File: src/common/sro_pkg.sv
package sro_pkg;
   // ************************************************************
   // Widths and sizes
   // ************************************************************
   localparam int ADDR_W     = 8;
   localparam int DATA_W     = 32;
   localparam int CHAR_W     = 8;
   localparam int NUM_DEPTH  = 28;
   localparam int NUM_IDX_W  = 5;
   localparam int AGE_W      = 22;
   localparam int PW_DIGITS  = 4;
   localparam int TEXT_BYTES = 4;

   // ************************************************************
   // Register byte offsets
   // ************************************************************
   localparam logic [ADDR_W-1:0] OFS_CTRL     = 8'h00;
   localparam logic [ADDR_W-1:0] OFS_PASSWORD = 8'h04;
   localparam logic [ADDR_W-1:0] OFS_ON_TEXT  = 8'h08;
   localparam logic [ADDR_W-1:0] OFS_OFF_TEXT = 8'h0c;
   localparam logic [ADDR_W-1:0] OFS_MAX      = 8'h10;
   localparam logic [ADDR_W-1:0] OFS_MIN      = 8'h14;
   localparam logic [ADDR_W-1:0] OFS_STATUS   = 8'h18;
   localparam logic [ADDR_W-1:0] OFS_NUMBER   = 8'h40;

   // ************************************************************
   // Control and status field positions
   // ************************************************************
   localparam int CTRL_WORD_MODE = 0;
   localparam int CTRL_ACK       = 1;
   localparam int CTRL_RETAIN    = 2;
   localparam int CTRL_PW_PROT   = 3;
   localparam int CTRL_UNIT_LSB  = 4;
   localparam int CTRL_CNT_LSB   = 6;
   localparam int CTRL_CNT_W     = 8;
   localparam int STAT_BIT_POS   = 16;
   localparam int STAT_CODE_LSB  = 17;
   localparam int STAT_BUSY_POS  = 19;

   // ************************************************************
   // Reset values
   // ************************************************************
   localparam logic [DATA_W-1:0] CTRL_RST     = 32'h0000_0000;
   localparam logic [DATA_W-1:0] PASSWORD_RST = 32'h3030_3030;
   localparam logic [DATA_W-1:0] TEXT_RST     = 32'h0000_0000;
   localparam logic [15:0]       MAX_RST      = 16'h7fff;
   localparam logic [15:0]       MIN_RST      = 16'h8000;

   // ************************************************************
   // Age steps in minutes
   // ************************************************************
   localparam logic [13:0] AGE_STEP_5MIN  = 14'h0005;
   localparam logic [13:0] AGE_STEP_30MIN = 14'h001e;
   localparam logic [13:0] AGE_STEP_DAY   = 14'h05a0;
   localparam logic [13:0] AGE_STEP_WEEK  = 14'h2760;

   // ************************************************************
   // Characters
   // ************************************************************
   localparam logic [CHAR_W-1:0] CH_NUL   = 8'h00;
   localparam logic [CHAR_W-1:0] CH_STAR  = 8'h2a;
   localparam logic [CHAR_W-1:0] CH_MINUS = 8'h2d;
   localparam logic [CHAR_W-1:0] CH_EQ    = 8'h3d;
   localparam logic [CHAR_W-1:0] CH_0     = 8'h30;
   localparam logic [CHAR_W-1:0] CH_9     = 8'h39;

   typedef enum logic [2:0] {
      SRO_TOK_START,
      SRO_TOK_SENDER,
      SRO_TOK_SENDER_END,
      SRO_TOK_TEXT,
      SRO_TOK_END
   } sro_tok_e;

   typedef enum logic [1:0] {
      SRO_REPLY_NONE,
      SRO_REPLY_OK,
      SRO_REPLY_ERROR,
      SRO_REPLY_NO_ACCESS
   } sro_reply_e;
endpackage

File: src/common/sro_mem_if.sv
`timescale 1ns/10ps
interface sro_mem_if;
   import sro_pkg::*;
   logic                 wr_en;
   logic [NUM_IDX_W-1:0] wr_addr;
   logic [CHAR_W-1:0]    wr_data;
   logic [NUM_IDX_W-1:0] rd_addr;
   logic [CHAR_W-1:0]    rd_data;
   modport ctl (output wr_en, output wr_addr, output wr_data, output rd_addr, input rd_data);
   modport mem (input wr_en, input wr_addr, input wr_data, input rd_addr, output rd_data);
endinterface // sro_mem_if

File: src/logic/sro_top.sv
// Function
// - Word mode holds one command text, bit mode holds an on text and an off text.
// - A message older than the configured age limit, in 5 min, 30 min, day or week steps, is ignored.
// - An asterisk ends the stored number as a wildcard, and a lone asterisk accepts any sender.
// - Without wildcard the match is exact, and a wildcard needs at least one more character.
// - A shared 4-digit password is checked.
// - While running the reply is OK when the command was processed and Error otherwise.
// - While running the reply is No access for a wrong sender or a wrong or missing password.
// - With retention set, the output states are restored at power-up.
// - In word mode a value above the maximum becomes the maximum.
// - In word mode a value below the minimum becomes the minimum.
// - In bit mode the on text sets the bit flag and the off text clears it.
// - In bit mode idle clears the bit flag over gating, and gating low holds it.
// - In word mode a valid value after the equals sign loads the numeric output.
// - In word mode idle clears the numeric output over gating, and gating low holds it.
`timescale 1ns/10ps
module sro_top (
   input  wire logic                          i_sys_clk,
   input  wire logic                          i_rst,
   input  wire logic [sro_pkg::ADDR_W-1:0]    i_reg_addr,
   input  wire logic [sro_pkg::DATA_W-1:0]    i_reg_wdata,
   input  wire logic                          i_reg_wr,
   input  wire logic                          i_reg_rd,
   output logic      [sro_pkg::DATA_W-1:0]    o_reg_rdata,
   input  wire logic                          i_tok_valid,
   input  wire sro_pkg::sro_tok_e             i_tok_kind,
   input  wire logic [sro_pkg::CHAR_W-1:0]    i_tok_char,
   input  wire logic [sro_pkg::AGE_W-1:0]     i_msg_age,
   input  wire logic                          i_gating_input,
   input  wire logic                          i_idle_input,
   input  wire logic                          i_restore_valid,
   input  wire logic                          i_restore_bit,
   input  wire logic [15:0]                   i_restore_word,
   output logic                               o_bit_flag,
   output logic      [15:0]                   o_numeric_output,
   output logic                               o_reply_valid,
   output sro_pkg::sro_reply_e                o_reply_code,
   output logic                               o_retain_flag
);
   import sro_pkg::*;

   typedef enum logic [1:0] {ST_IDLE, ST_SENDER, ST_TEXT} sro_state_e;

   // ************************************************************
   // Functions
   // ************************************************************
   function automatic logic [CHAR_W-1:0] byte_at(input logic [DATA_W-1:0] w, input logic [7:0] idx);
      byte_at = (idx < 8'(TEXT_BYTES)) ? w[8*idx[1:0] +: 8] : CH_NUL;
   endfunction

   function automatic logic [7:0] text_len(input logic [DATA_W-1:0] w);
      logic done;
      text_len = 8'(TEXT_BYTES);
      done = 1'b0;
      for (int k = 0; k < TEXT_BYTES; k++) begin
         if (!done && w[8*k +: 8] == CH_NUL) begin
            text_len = 8'(k);
            done = 1'b1;
         end
      end
   endfunction

   // ************************************************************
   // Registers
   // ************************************************************
   logic [DATA_W-1:0] ctrl_reg, pw_reg, on_text_reg, off_text_reg;
   logic [15:0]       max_reg, min_reg;
   sro_reply_e        last_code_reg;
   sro_state_e        state_reg;
   logic              word_mode, ack_en, pw_prot;
   logic [1:0]        age_unit;
   logic [13:0]       age_step;
   logic [AGE_W-1:0]  age_limit;
   sro_mem_if         mem_bus ();

   assign word_mode = ctrl_reg[CTRL_WORD_MODE];
   assign ack_en    = ctrl_reg[CTRL_ACK];
   assign pw_prot   = ctrl_reg[CTRL_PW_PROT];
   assign age_unit  = ctrl_reg[CTRL_UNIT_LSB +: 2];

   always_ff @(posedge i_sys_clk) begin
      if (i_rst) begin
         ctrl_reg     <= CTRL_RST;
         pw_reg       <= PASSWORD_RST;
         on_text_reg  <= TEXT_RST;
         off_text_reg <= TEXT_RST;
         max_reg      <= MAX_RST;
         min_reg      <= MIN_RST;
      end else if (i_reg_wr) begin
         case (i_reg_addr)
            OFS_CTRL:     ctrl_reg     <= i_reg_wdata;
            OFS_PASSWORD: pw_reg       <= i_reg_wdata;
            OFS_ON_TEXT:  on_text_reg  <= i_reg_wdata;
            OFS_OFF_TEXT: off_text_reg <= i_reg_wdata;
            OFS_MAX:      max_reg      <= i_reg_wdata[15:0];
            OFS_MIN:      min_reg      <= i_reg_wdata[15:0];
            default: ;
         endcase
      end
   end

   // Number characters go to the memory, one per word
   assign mem_bus.wr_en   = i_reg_wr && (i_reg_addr >= OFS_NUMBER) && (i_reg_addr[1:0] == 2'h0)
                            && (i_reg_addr < OFS_NUMBER + 8'(4 * NUM_DEPTH));
   assign mem_bus.wr_addr = NUM_IDX_W'((i_reg_addr - OFS_NUMBER) >> 2);
   assign mem_bus.wr_data = i_reg_wdata[CHAR_W-1:0];

   sro_num_mem #(.DEPTH(NUM_DEPTH)) u_num_mem (
      .i_sys_clk (i_sys_clk),
      .mem_port  (mem_bus.mem)
   );

   always_ff @(posedge i_sys_clk) begin
      if (i_rst) begin
         o_reg_rdata <= '0;
      end else if (i_reg_rd) begin
         case (i_reg_addr)
            OFS_CTRL:     o_reg_rdata <= ctrl_reg;
            OFS_PASSWORD: o_reg_rdata <= pw_reg;
            OFS_ON_TEXT:  o_reg_rdata <= on_text_reg;
            OFS_OFF_TEXT: o_reg_rdata <= off_text_reg;
            OFS_MAX:      o_reg_rdata <= {16'h0000, max_reg};
            OFS_MIN:      o_reg_rdata <= {16'h0000, min_reg};
            OFS_STATUS:   o_reg_rdata <= {12'h000, state_reg != ST_IDLE, last_code_reg, o_bit_flag, o_numeric_output};
            default:      o_reg_rdata <= '0;
         endcase
      end else begin
         o_reg_rdata <= '0;
      end
   end

   // ************************************************************
   // Pin synchronisers
   // ************************************************************
   logic [1:0] gate_sync_reg, idle_sync_reg;
   logic       gate_s, idle_s;

   always_ff @(posedge i_sys_clk) begin
      if (i_rst) begin
         gate_sync_reg <= 2'h0;
         idle_sync_reg <= 2'h0;
      end else begin
         gate_sync_reg <= {gate_sync_reg[0], i_gating_input};
         idle_sync_reg <= {idle_sync_reg[0], i_idle_input};
      end
   end
   assign gate_s = gate_sync_reg[1];
   assign idle_s = idle_sync_reg[1];

   // ************************************************************
   // Token stage, aligned with the number memory read
   // ************************************************************
   logic              tok_v_reg;
   sro_tok_e          tok_kind_reg;
   logic [CHAR_W-1:0] tok_char_reg;
   logic [AGE_W-1:0]  age_reg;
   logic [NUM_IDX_W-1:0] snd_idx_reg;

   always_ff @(posedge i_sys_clk) begin
      if (i_rst) begin
         tok_v_reg    <= 1'b0;
         tok_kind_reg <= SRO_TOK_START;
         tok_char_reg <= CH_NUL;
         age_reg      <= '0;
      end else begin
         tok_v_reg    <= i_tok_valid;
         tok_kind_reg <= i_tok_kind;
         tok_char_reg <= i_tok_char;
         age_reg      <= i_msg_age;
      end
   end
   always_comb begin
      case (age_unit)
         2'h0:    age_step = AGE_STEP_5MIN;
         2'h1:    age_step = AGE_STEP_30MIN;
         2'h2:    age_step = AGE_STEP_DAY;
         default: age_step = AGE_STEP_WEEK;
      endcase
   end
   assign age_limit = AGE_W'(ctrl_reg[CTRL_CNT_LSB +: CTRL_CNT_W]) * AGE_W'(age_step);

   // ************************************************************
   // Message parser
   // ************************************************************
   logic       snd_ok_reg, wild_reg, age_ok_reg, pw_ok_reg, on_ok_reg, off_ok_reg;
   logic       eq_reg, neg_reg, digit_reg, val_bad_reg;
   logic [7:0] pos_reg;
   logic [16:0] acc_reg;
   logic       tk_snd, tk_snd_end, tk_txt, tk_end;
   logic [7:0] pw_off, cp, on_len, off_len;
   logic [CHAR_W-1:0] mc, c;
   logic [20:0] acc_mul;

   assign tk_snd     = tok_v_reg && tok_kind_reg == SRO_TOK_SENDER && state_reg == ST_SENDER;
   assign tk_snd_end = tok_v_reg && tok_kind_reg == SRO_TOK_SENDER_END && state_reg == ST_SENDER;
   assign tk_txt     = tok_v_reg && tok_kind_reg == SRO_TOK_TEXT && state_reg == ST_TEXT;
   assign tk_end     = tok_v_reg && tok_kind_reg == SRO_TOK_END && state_reg == ST_TEXT;
   // Read address runs one ahead so the stored character meets the sender character
   assign mem_bus.rd_addr = (tok_v_reg && tok_kind_reg == SRO_TOK_START) ? '0 :
                            ((tk_snd && snd_idx_reg != NUM_IDX_W'(NUM_DEPTH)) ? snd_idx_reg + 1'b1 : snd_idx_reg);
   assign mc         = mem_bus.rd_data;
   assign c          = tok_char_reg;
   assign pw_off     = pw_prot ? 8'(PW_DIGITS) : 8'h00;
   assign cp         = pos_reg - pw_off;
   assign on_len     = text_len(on_text_reg);
   assign off_len    = text_len(off_text_reg);
   assign acc_mul    = 21'(acc_reg * 4'ha) + 21'(c - CH_0);

   always_ff @(posedge i_sys_clk) begin
      if (i_rst) begin
         state_reg <= ST_IDLE;
      end else if (tok_v_reg && tok_kind_reg == SRO_TOK_START) begin
         state_reg <= ST_SENDER;
      end else begin
         case (state_reg)
            ST_SENDER: if (tk_snd_end) state_reg <= ST_TEXT;
            ST_TEXT:   if (tk_end) state_reg <= ST_IDLE;
            default:   state_reg <= state_reg;
         endcase
      end
   end

   always_ff @(posedge i_sys_clk) begin
      if (i_rst || (tok_v_reg && tok_kind_reg == SRO_TOK_START)) begin
         snd_idx_reg <= '0;
         snd_ok_reg  <= 1'b1;
         wild_reg    <= 1'b0;
      end else if (tk_snd) begin
         if (snd_idx_reg != NUM_IDX_W'(NUM_DEPTH)) snd_idx_reg <= snd_idx_reg + 1'b1;
         if (!wild_reg && mc == CH_STAR) wild_reg <= 1'b1;
         else if (!wild_reg && mc != c) snd_ok_reg <= 1'b0;
      end else if (tk_snd_end && !wild_reg && mc != CH_NUL) begin
         snd_ok_reg <= 1'b0;
      end
   end

   always_ff @(posedge i_sys_clk) begin
      if (i_rst) begin
         age_ok_reg <= 1'b0;
      end else if (tok_v_reg && tok_kind_reg == SRO_TOK_START) begin
         age_ok_reg <= age_reg <= age_limit;
      end
   end

   always_ff @(posedge i_sys_clk) begin
      if (i_rst || (tok_v_reg && tok_kind_reg == SRO_TOK_START)) begin
         pos_reg     <= 8'h00;
         pw_ok_reg   <= 1'b1;
         on_ok_reg   <= 1'b1;
         off_ok_reg  <= 1'b1;
         eq_reg      <= 1'b0;
         neg_reg     <= 1'b0;
         digit_reg   <= 1'b0;
         val_bad_reg <= 1'b0;
         acc_reg     <= '0;
      end else if (tk_txt) begin
         if (pos_reg != 8'hff) pos_reg <= pos_reg + 1'b1;
         if (pos_reg < pw_off) begin
            if (c != byte_at(pw_reg, pos_reg)) pw_ok_reg <= 1'b0;
         end else begin
            if (cp < on_len) begin
               if (c != byte_at(on_text_reg, cp)) on_ok_reg <= 1'b0;
            end else if (!word_mode) begin
               on_ok_reg <= 1'b0;
            end
            if (cp >= off_len || c != byte_at(off_text_reg, cp)) off_ok_reg <= 1'b0;
            if (word_mode && cp >= on_len) begin
               if (cp == on_len) begin
                  if (c == CH_EQ) eq_reg <= 1'b1;
                  else val_bad_reg <= 1'b1;
               end else if (cp == on_len + 8'h01 && c == CH_MINUS) begin
                  neg_reg <= 1'b1;
               end else if (c >= CH_0 && c <= CH_9) begin
                  digit_reg <= 1'b1;
                  acc_reg   <= (acc_mul > 21'h1ffff) ? 17'h1ffff : acc_mul[16:0];
               end else begin
                  val_bad_reg <= 1'b1;
               end
            end
         end
      end
   end

   // ************************************************************
   // Decision at message end
   // ************************************************************
   logic        process, auth, cmd_on, cmd_off, cmd_word, cmd_ok, pass;
   logic        apply_on, apply_off, apply_word, reply_fire;
   logic signed [17:0] val, vmax, vmin;
   logic [15:0] clamped;
   sro_reply_e  reply_code;

   assign process  = tk_end && gate_s;
   assign auth     = snd_ok_reg && (!pw_prot || (pw_ok_reg && pos_reg >= pw_off));
   assign cmd_on   = !word_mode && on_ok_reg && on_len != 8'h00 && pos_reg == pw_off + on_len;
   assign cmd_off  = !word_mode && off_ok_reg && off_len != 8'h00 && pos_reg == pw_off + off_len;
   assign cmd_word = word_mode && on_ok_reg && eq_reg && digit_reg && !val_bad_reg;
   assign cmd_ok   = cmd_on || cmd_off || cmd_word;
   assign pass     = process && age_ok_reg && auth;
   assign apply_on   = pass && cmd_on;
   assign apply_off  = pass && cmd_off && !cmd_on;
   assign apply_word = pass && cmd_word;
   assign reply_fire = process && age_ok_reg && ack_en;
   assign reply_code = !auth ? SRO_REPLY_NO_ACCESS : (cmd_ok ? SRO_REPLY_OK : SRO_REPLY_ERROR);

   assign val  = neg_reg ? -$signed({1'b0, acc_reg}) : $signed({1'b0, acc_reg});
   assign vmax = 18'(signed'(max_reg));
   assign vmin = 18'(signed'(min_reg));
   assign clamped = (val > vmax) ? max_reg : ((val < vmin) ? min_reg : val[15:0]);

   always_ff @(posedge i_sys_clk) begin
      if (i_rst) begin
         o_bit_flag       <= 1'b0;
         o_numeric_output <= 16'h0000;
      end else if (idle_s) begin
         o_bit_flag       <= 1'b0;
         o_numeric_output <= 16'h0000;
      end else if (i_restore_valid && ctrl_reg[CTRL_RETAIN]) begin
         o_bit_flag       <= i_restore_bit;
         o_numeric_output <= i_restore_word;
      end else if (apply_on) begin
         o_bit_flag <= 1'b1;
      end else if (apply_off) begin
         o_bit_flag <= 1'b0;
      end else if (apply_word) begin
         o_numeric_output <= clamped;
      end
   end

   always_ff @(posedge i_sys_clk) begin
      if (i_rst) begin
         o_reply_valid <= 1'b0;
         o_reply_code  <= SRO_REPLY_NONE;
         last_code_reg <= SRO_REPLY_NONE;
         o_retain_flag <= 1'b0;
      end else begin
         o_reply_valid <= reply_fire;
         o_retain_flag <= ctrl_reg[CTRL_RETAIN];
         if (reply_fire) o_reply_code <= reply_code;
         if (process && age_ok_reg) last_code_reg <= reply_code;
      end
   end
endmodule // sro_top

File: src/logic/sro_num_mem.sv
`timescale 1ns/10ps
module sro_num_mem #(
   parameter int DEPTH = sro_pkg::NUM_DEPTH
) (
   input wire logic i_sys_clk,
   sro_mem_if.mem   mem_port
);
   import sro_pkg::*;

   logic [CHAR_W-1:0] mem_reg [DEPTH];

   always_ff @(posedge i_sys_clk) begin
      if (mem_port.wr_en && (int'(mem_port.wr_addr) < DEPTH)) begin
         mem_reg[mem_port.wr_addr] <= mem_port.wr_data;
      end
   end

   // Past the end reads as terminator
   always_ff @(posedge i_sys_clk) begin
      if (int'(mem_port.rd_addr) < DEPTH) begin
         mem_port.rd_data <= mem_reg[mem_port.rd_addr];
      end else begin
         mem_port.rd_data <= CH_NUL;
      end
   end
endmodule // sro_num_mem

File: config.mk
export PLATFORM = sky130hd
export DESIGN_NAME = sro_top
export DESIGN_NICKNAME = d
export VERILOG_FILES = /design/src/common/sro_pkg.sv /design/src/common/sro_mem_if.sv /design/src/logic/sro_top.sv /design/src/logic/sro_num_mem.sv
export SDC_FILE = /design/constraint.sdc
export NUM_CORES = 1
export LEC_CHECK = 0
export BUFFER_PORTS_ARGS = -buffer_cell sky130_fd_sc_hd__buf_2
export CORE_MARGIN = 4
export CORE_UTILIZATION = 33
export DETAILED_ROUTE_END_ITERATION = 10
export GPL_TIMING_DRIVEN = 0
export SLEW_MARGIN = 25
export SYNTH_ARGS = -nofsm -noshare
export SYNTH_HDL_FRONTEND = slang
export SYNTH_SLANG_ARGS = --single-unit
export TNS_END_PERCENT = 10
File: constraint.sdc
create_clock -name i_sys_clk -period 7.4 [get_ports i_sys_clk]
set_input_delay 0.74 -clock i_sys_clk [delete_from_list [all_inputs] [get_ports i_sys_clk]]
set_output_delay 0.74 -clock i_sys_clk [all_outputs]
set_load 0.005 [all_outputs]
==> impl_metrics.csv <==
group,metric,value,unit
logic_synthesis,syn_area_per_cell,9.39,um^2
setup_path,r2r_end,"age_ok_reg",
drt,drc_errors,0,
drt,via_count,24400,
job,cap_violations,0,
timing,worst_pin_slew,1040,ps
logic_synthesis,synthCells,3084,
drt,ant_nets,0,
logic_synthesis,synth-adder-area-share,0.115,
logic_synthesis,synth_mux_area_frac,0.0408,
timing,rsz0062_at_grt,"no",
place,postPlaceCellArea,31200,um^2
logic_synthesis,synth_top_area_share,0.232,
clocking,cts_tree,"yes",
clocking,cts.path.max_buffers,3,
die,die_area,92600,um^2
timing,fin_tns_setup,0,ps
logic_synthesis,synth_edf_count,224,
power_and_ir_drop,power.total,6.43,mW
clocking,root_buffer,"clkbuf_16",
clocking,clk_latency,670,ps
logic_synthesis,yosysTopAreaCell,"edfxtp_1",
die,rows,108,
timing,drv_slew,0,
worst_hold_path,min_to,"age_reg[21]",
timing,relSlewSlack,0.299,
clocking,clk_pin_slew,60,ps
final_layout,largest_reg_flops,224,
status,outcome,"finished clean",
place,dp_slack,432,ps
die,core_area,86900,um^2
logic_synthesis,yosys.area_share.simple,0.177,
clocking,hold_buffers,0,
power_and_ir_drop,powerDensity,193,nW/um^2
final_layout,final-seq-area,12800,um^2
final_layout,multi_input_comb_area,14700,um^2
place,portBuffers,150,
setup_path,rr_worst_depth,24,
timing,period_needed,6980,ps
logic_synthesis,yosysSeqAreaShare,0.442,
logic_synthesis,synth_top_family_by_area,"simple AND/OR/NAND/NOR gates",
logic_synthesis,syn-cell-area,29000,um^2
logic_synthesis,synthXorXnorAreaFrac,0.0287,
clocking,cts_resized,0,
place,gp_congestion,1.01,
die,io_pins,151,
final_layout,final_util,0.383,
final_layout,nFillCells,8700,
die,start_util,0.333,
setup_path,cp-start-kind,"flop",
timing,finalHoldViolCount,0,
final_layout,drive_above_1_share,0.107,
global_route,grt_pass1_vias,23000,
setup_path,setup.worst_path.end_class,"flop",
clocking,htreeDepth,2,
logic_synthesis,synth_compound_area_frac,0.147,
worst_hold_path,min_delay_path_depth,2,
setup_path,critPathKind,"reg -> reg",
drt,first_pass_iters,6,
timing,layout_setup_ws,416,ps
die,die_w,304,um
logic_synthesis,synth_nets,3413,
worst_hold_path,min_from,"i_msg_age[21]",
logic_synthesis,synth_warnings,0,
final_layout,syn_to_final_growth,14.7,%
clocking,cts_sinks,527,
drt,drtIter0Drc,2624,
logic_synthesis,async_flop_share,0,
setup_path,crit_required,7990,ps
final_layout,nets,3624,
setup_path,timing.rr.start,"ctrl_reg[5]",
global_route,gr-total-overflow,0,
drt,drt-total-wl,102000,um
final_layout,fin_area,33200,um^2
global_route,grt_pass1_wl,149000,um
die,die_h,304,um
logic_synthesis,ys_seq_elements,527,
logic_synthesis,synth_cell_type_count,86,
place,hpwlAfterDp,77500,um
timing,max_freq,143,MHz
global_route,antenna_found_initial,13,
logic_synthesis,synthTopCellsByArea,"edfxtp_1 (23%), dfxtp_1 (21%), nand2_1 (7.9%), ha_1 (7.4%), fa_1 (4.1%)",
global_route,grt_util_all_layers,0.212,
power_and_ir_drop,static-leakage-power,13.2,nW
clocking,numCtsBuffers,59,
setup_path,critPathArrivalTime,7570,ps
power_and_ir_drop,vdd_drop_max,168,uV
clocking,cts_setup_buffers,0,
drt,avgViaCountPerCell,5.42,
setup_path,path_max_fanout,10,
logic_synthesis,synth_ff_type,"dfxtp_1",
setup_path,regToRegSetupSlack,420,ps
timing,setup_viol_count_final,0,
timing,fin_crit_sh,0.944,
global_route,grt_max_degree,35,
worst_hold_path,worstHoldPathType,"in -> reg",
drt,avgRoutedWirePerCell,22.5,um
timing,clock-skew-final,34.7,ps
-- cell usage in the layout, fill, tap and decap left out, types with 59 or more instances in the layout --
master	Yosys	final
nand2_1	612	612
dfxtp_1	303	303
inv_1	187	187
ha_1	171	171
clkbuf_1	107	113
o21ai_0	91	91
nand3_1	77	77
nor2b_1	62	62
nor2_1	142	142
edfxtp_1	224	224
buf_2	42	192
clkbuf_16	0	59
a21oi_1	232	232
fa_1	60	60
-- cell usage after synthesis (16+ instances only) --
| library cell | instances |
|---|---|
| and3_1 | 45 |
| fa_1 | 60 |
| nor4_1 | 37 |
| nor2b_1 | 62 |
| mux2i_1 | 45 |
| nor3_1 | 27 |
| nand3_1 | 77 |
| o21a_1 | 16 |
| inv_1 | 187 |
| a31oi_1 | 55 |
| o31ai_1 | 23 |
| nand4_1 | 30 |
| a21oi_1 | 232 |
| a22oi_1 | 57 |
| dfxtp_1 | 303 |
| a21o_1 | 34 |
| edfxtp_1 | 224 |
| o211ai_1 | 20 |
| buf_2 | 42 |
| nor2_1 | 142 |
| mux4_2 | 29 |
| xor2_1 | 38 |
| a211oi_1 | 16 |
| and2_1 | 16 |
| nand2_1 | 612 |
| ha_1 | 171 |
| o21ai_0 | 91 |
| xnor2_1 | 57 |
| nand2b_1 | 19 |
| clkbuf_1 | 107 |
-- how the worst max path moves through the flow --
stage	start	end	slack, ps	cells past startpoint
CTS	ctrl_reg[5]	age_ok_reg	380	24
detailed placement	ctrl_reg[5]	age_ok_reg	430	22
global placement	ctrl_reg[5]	age_ok_reg	480	24
global route	ctrl_reg[5]	age_ok_reg	10	24
finish	ctrl_reg[5]	age_ok_reg	420	24
floorplan	ctrl_reg[5]	age_ok_reg	1680	25
-- power breakdown --
part | total (mW) | switching (mW) | internal, mW
combinational | 0.281 | 0.200 | 0.0807
clock | 3.09 | 1.33 | 1.76
sequential | 3.06 | 0.0127 | 3.04
total | 6.43 | 1.54 | 4.88
-- logic make-up (layout without fill, tap and decap cells) --
family	Yosys count	count (layout)
other cells	0	4
xor+xnor	95	95
compound gates	667	667
simple gates	1124	1124
buf+inv	359	620
mux	81	81
flops	527	527
fa+ha+maj	231	231
-- routing by layer --
layer,share of wire,GRT usage,up-vias
li1,-,-,11400
met3,0.097,0.0500,217
met5,0.00041,0,-
met1,0.42,0.287,11700
met4,0.040,0.0773,8
met2,0.44,0.331,1134
-- worst max-delay path: stages (launching register included) --
cell      delay (ps)
dfxtp_1          460
clkbuf_1         500
nand2_1          220
inv_1            240
nand2_1          190
fa_1             570
inv_1             50
fa_1             480
fa_1             550
inv_1             50
fa_1             520
inv_1             40
ha_1             330
or3_1            380
o2111a_1         180
o31ai_1          560
o21bai_1         140
xnor2_1          160
ha_1             300
a21o_1           170
a21oi_1          170
o21ai_0          140
a21oi_1          210
o21ai_0          130
a31oi_1          180
-- layout make-up --
type / count / area share
antenna: 4 / 0.000301
buffer: 170 / 0.0221
clock buffer: 69 / 0.0464
clock inverter: 42 / 0.0152
inverter: 189 / 0.0213
multi-input combinational: 2198 / 0.444
sequential: 527 / 0.385
tap: 1155 / 0.0435
timing repair buffer: 150 / 0.0226
-- through the flow --
stage | cells | hold slack [ps]
6_report | 4504 | 280
5_1_grt | 4500 | 287
4_1_cts | 4500 | 250
3_5_place_dp | 4389 | 445
3_3_place_gp | 4389 | 443
2_1_floorplan | 3084 | 414
(Power assumes the default switching activity.)
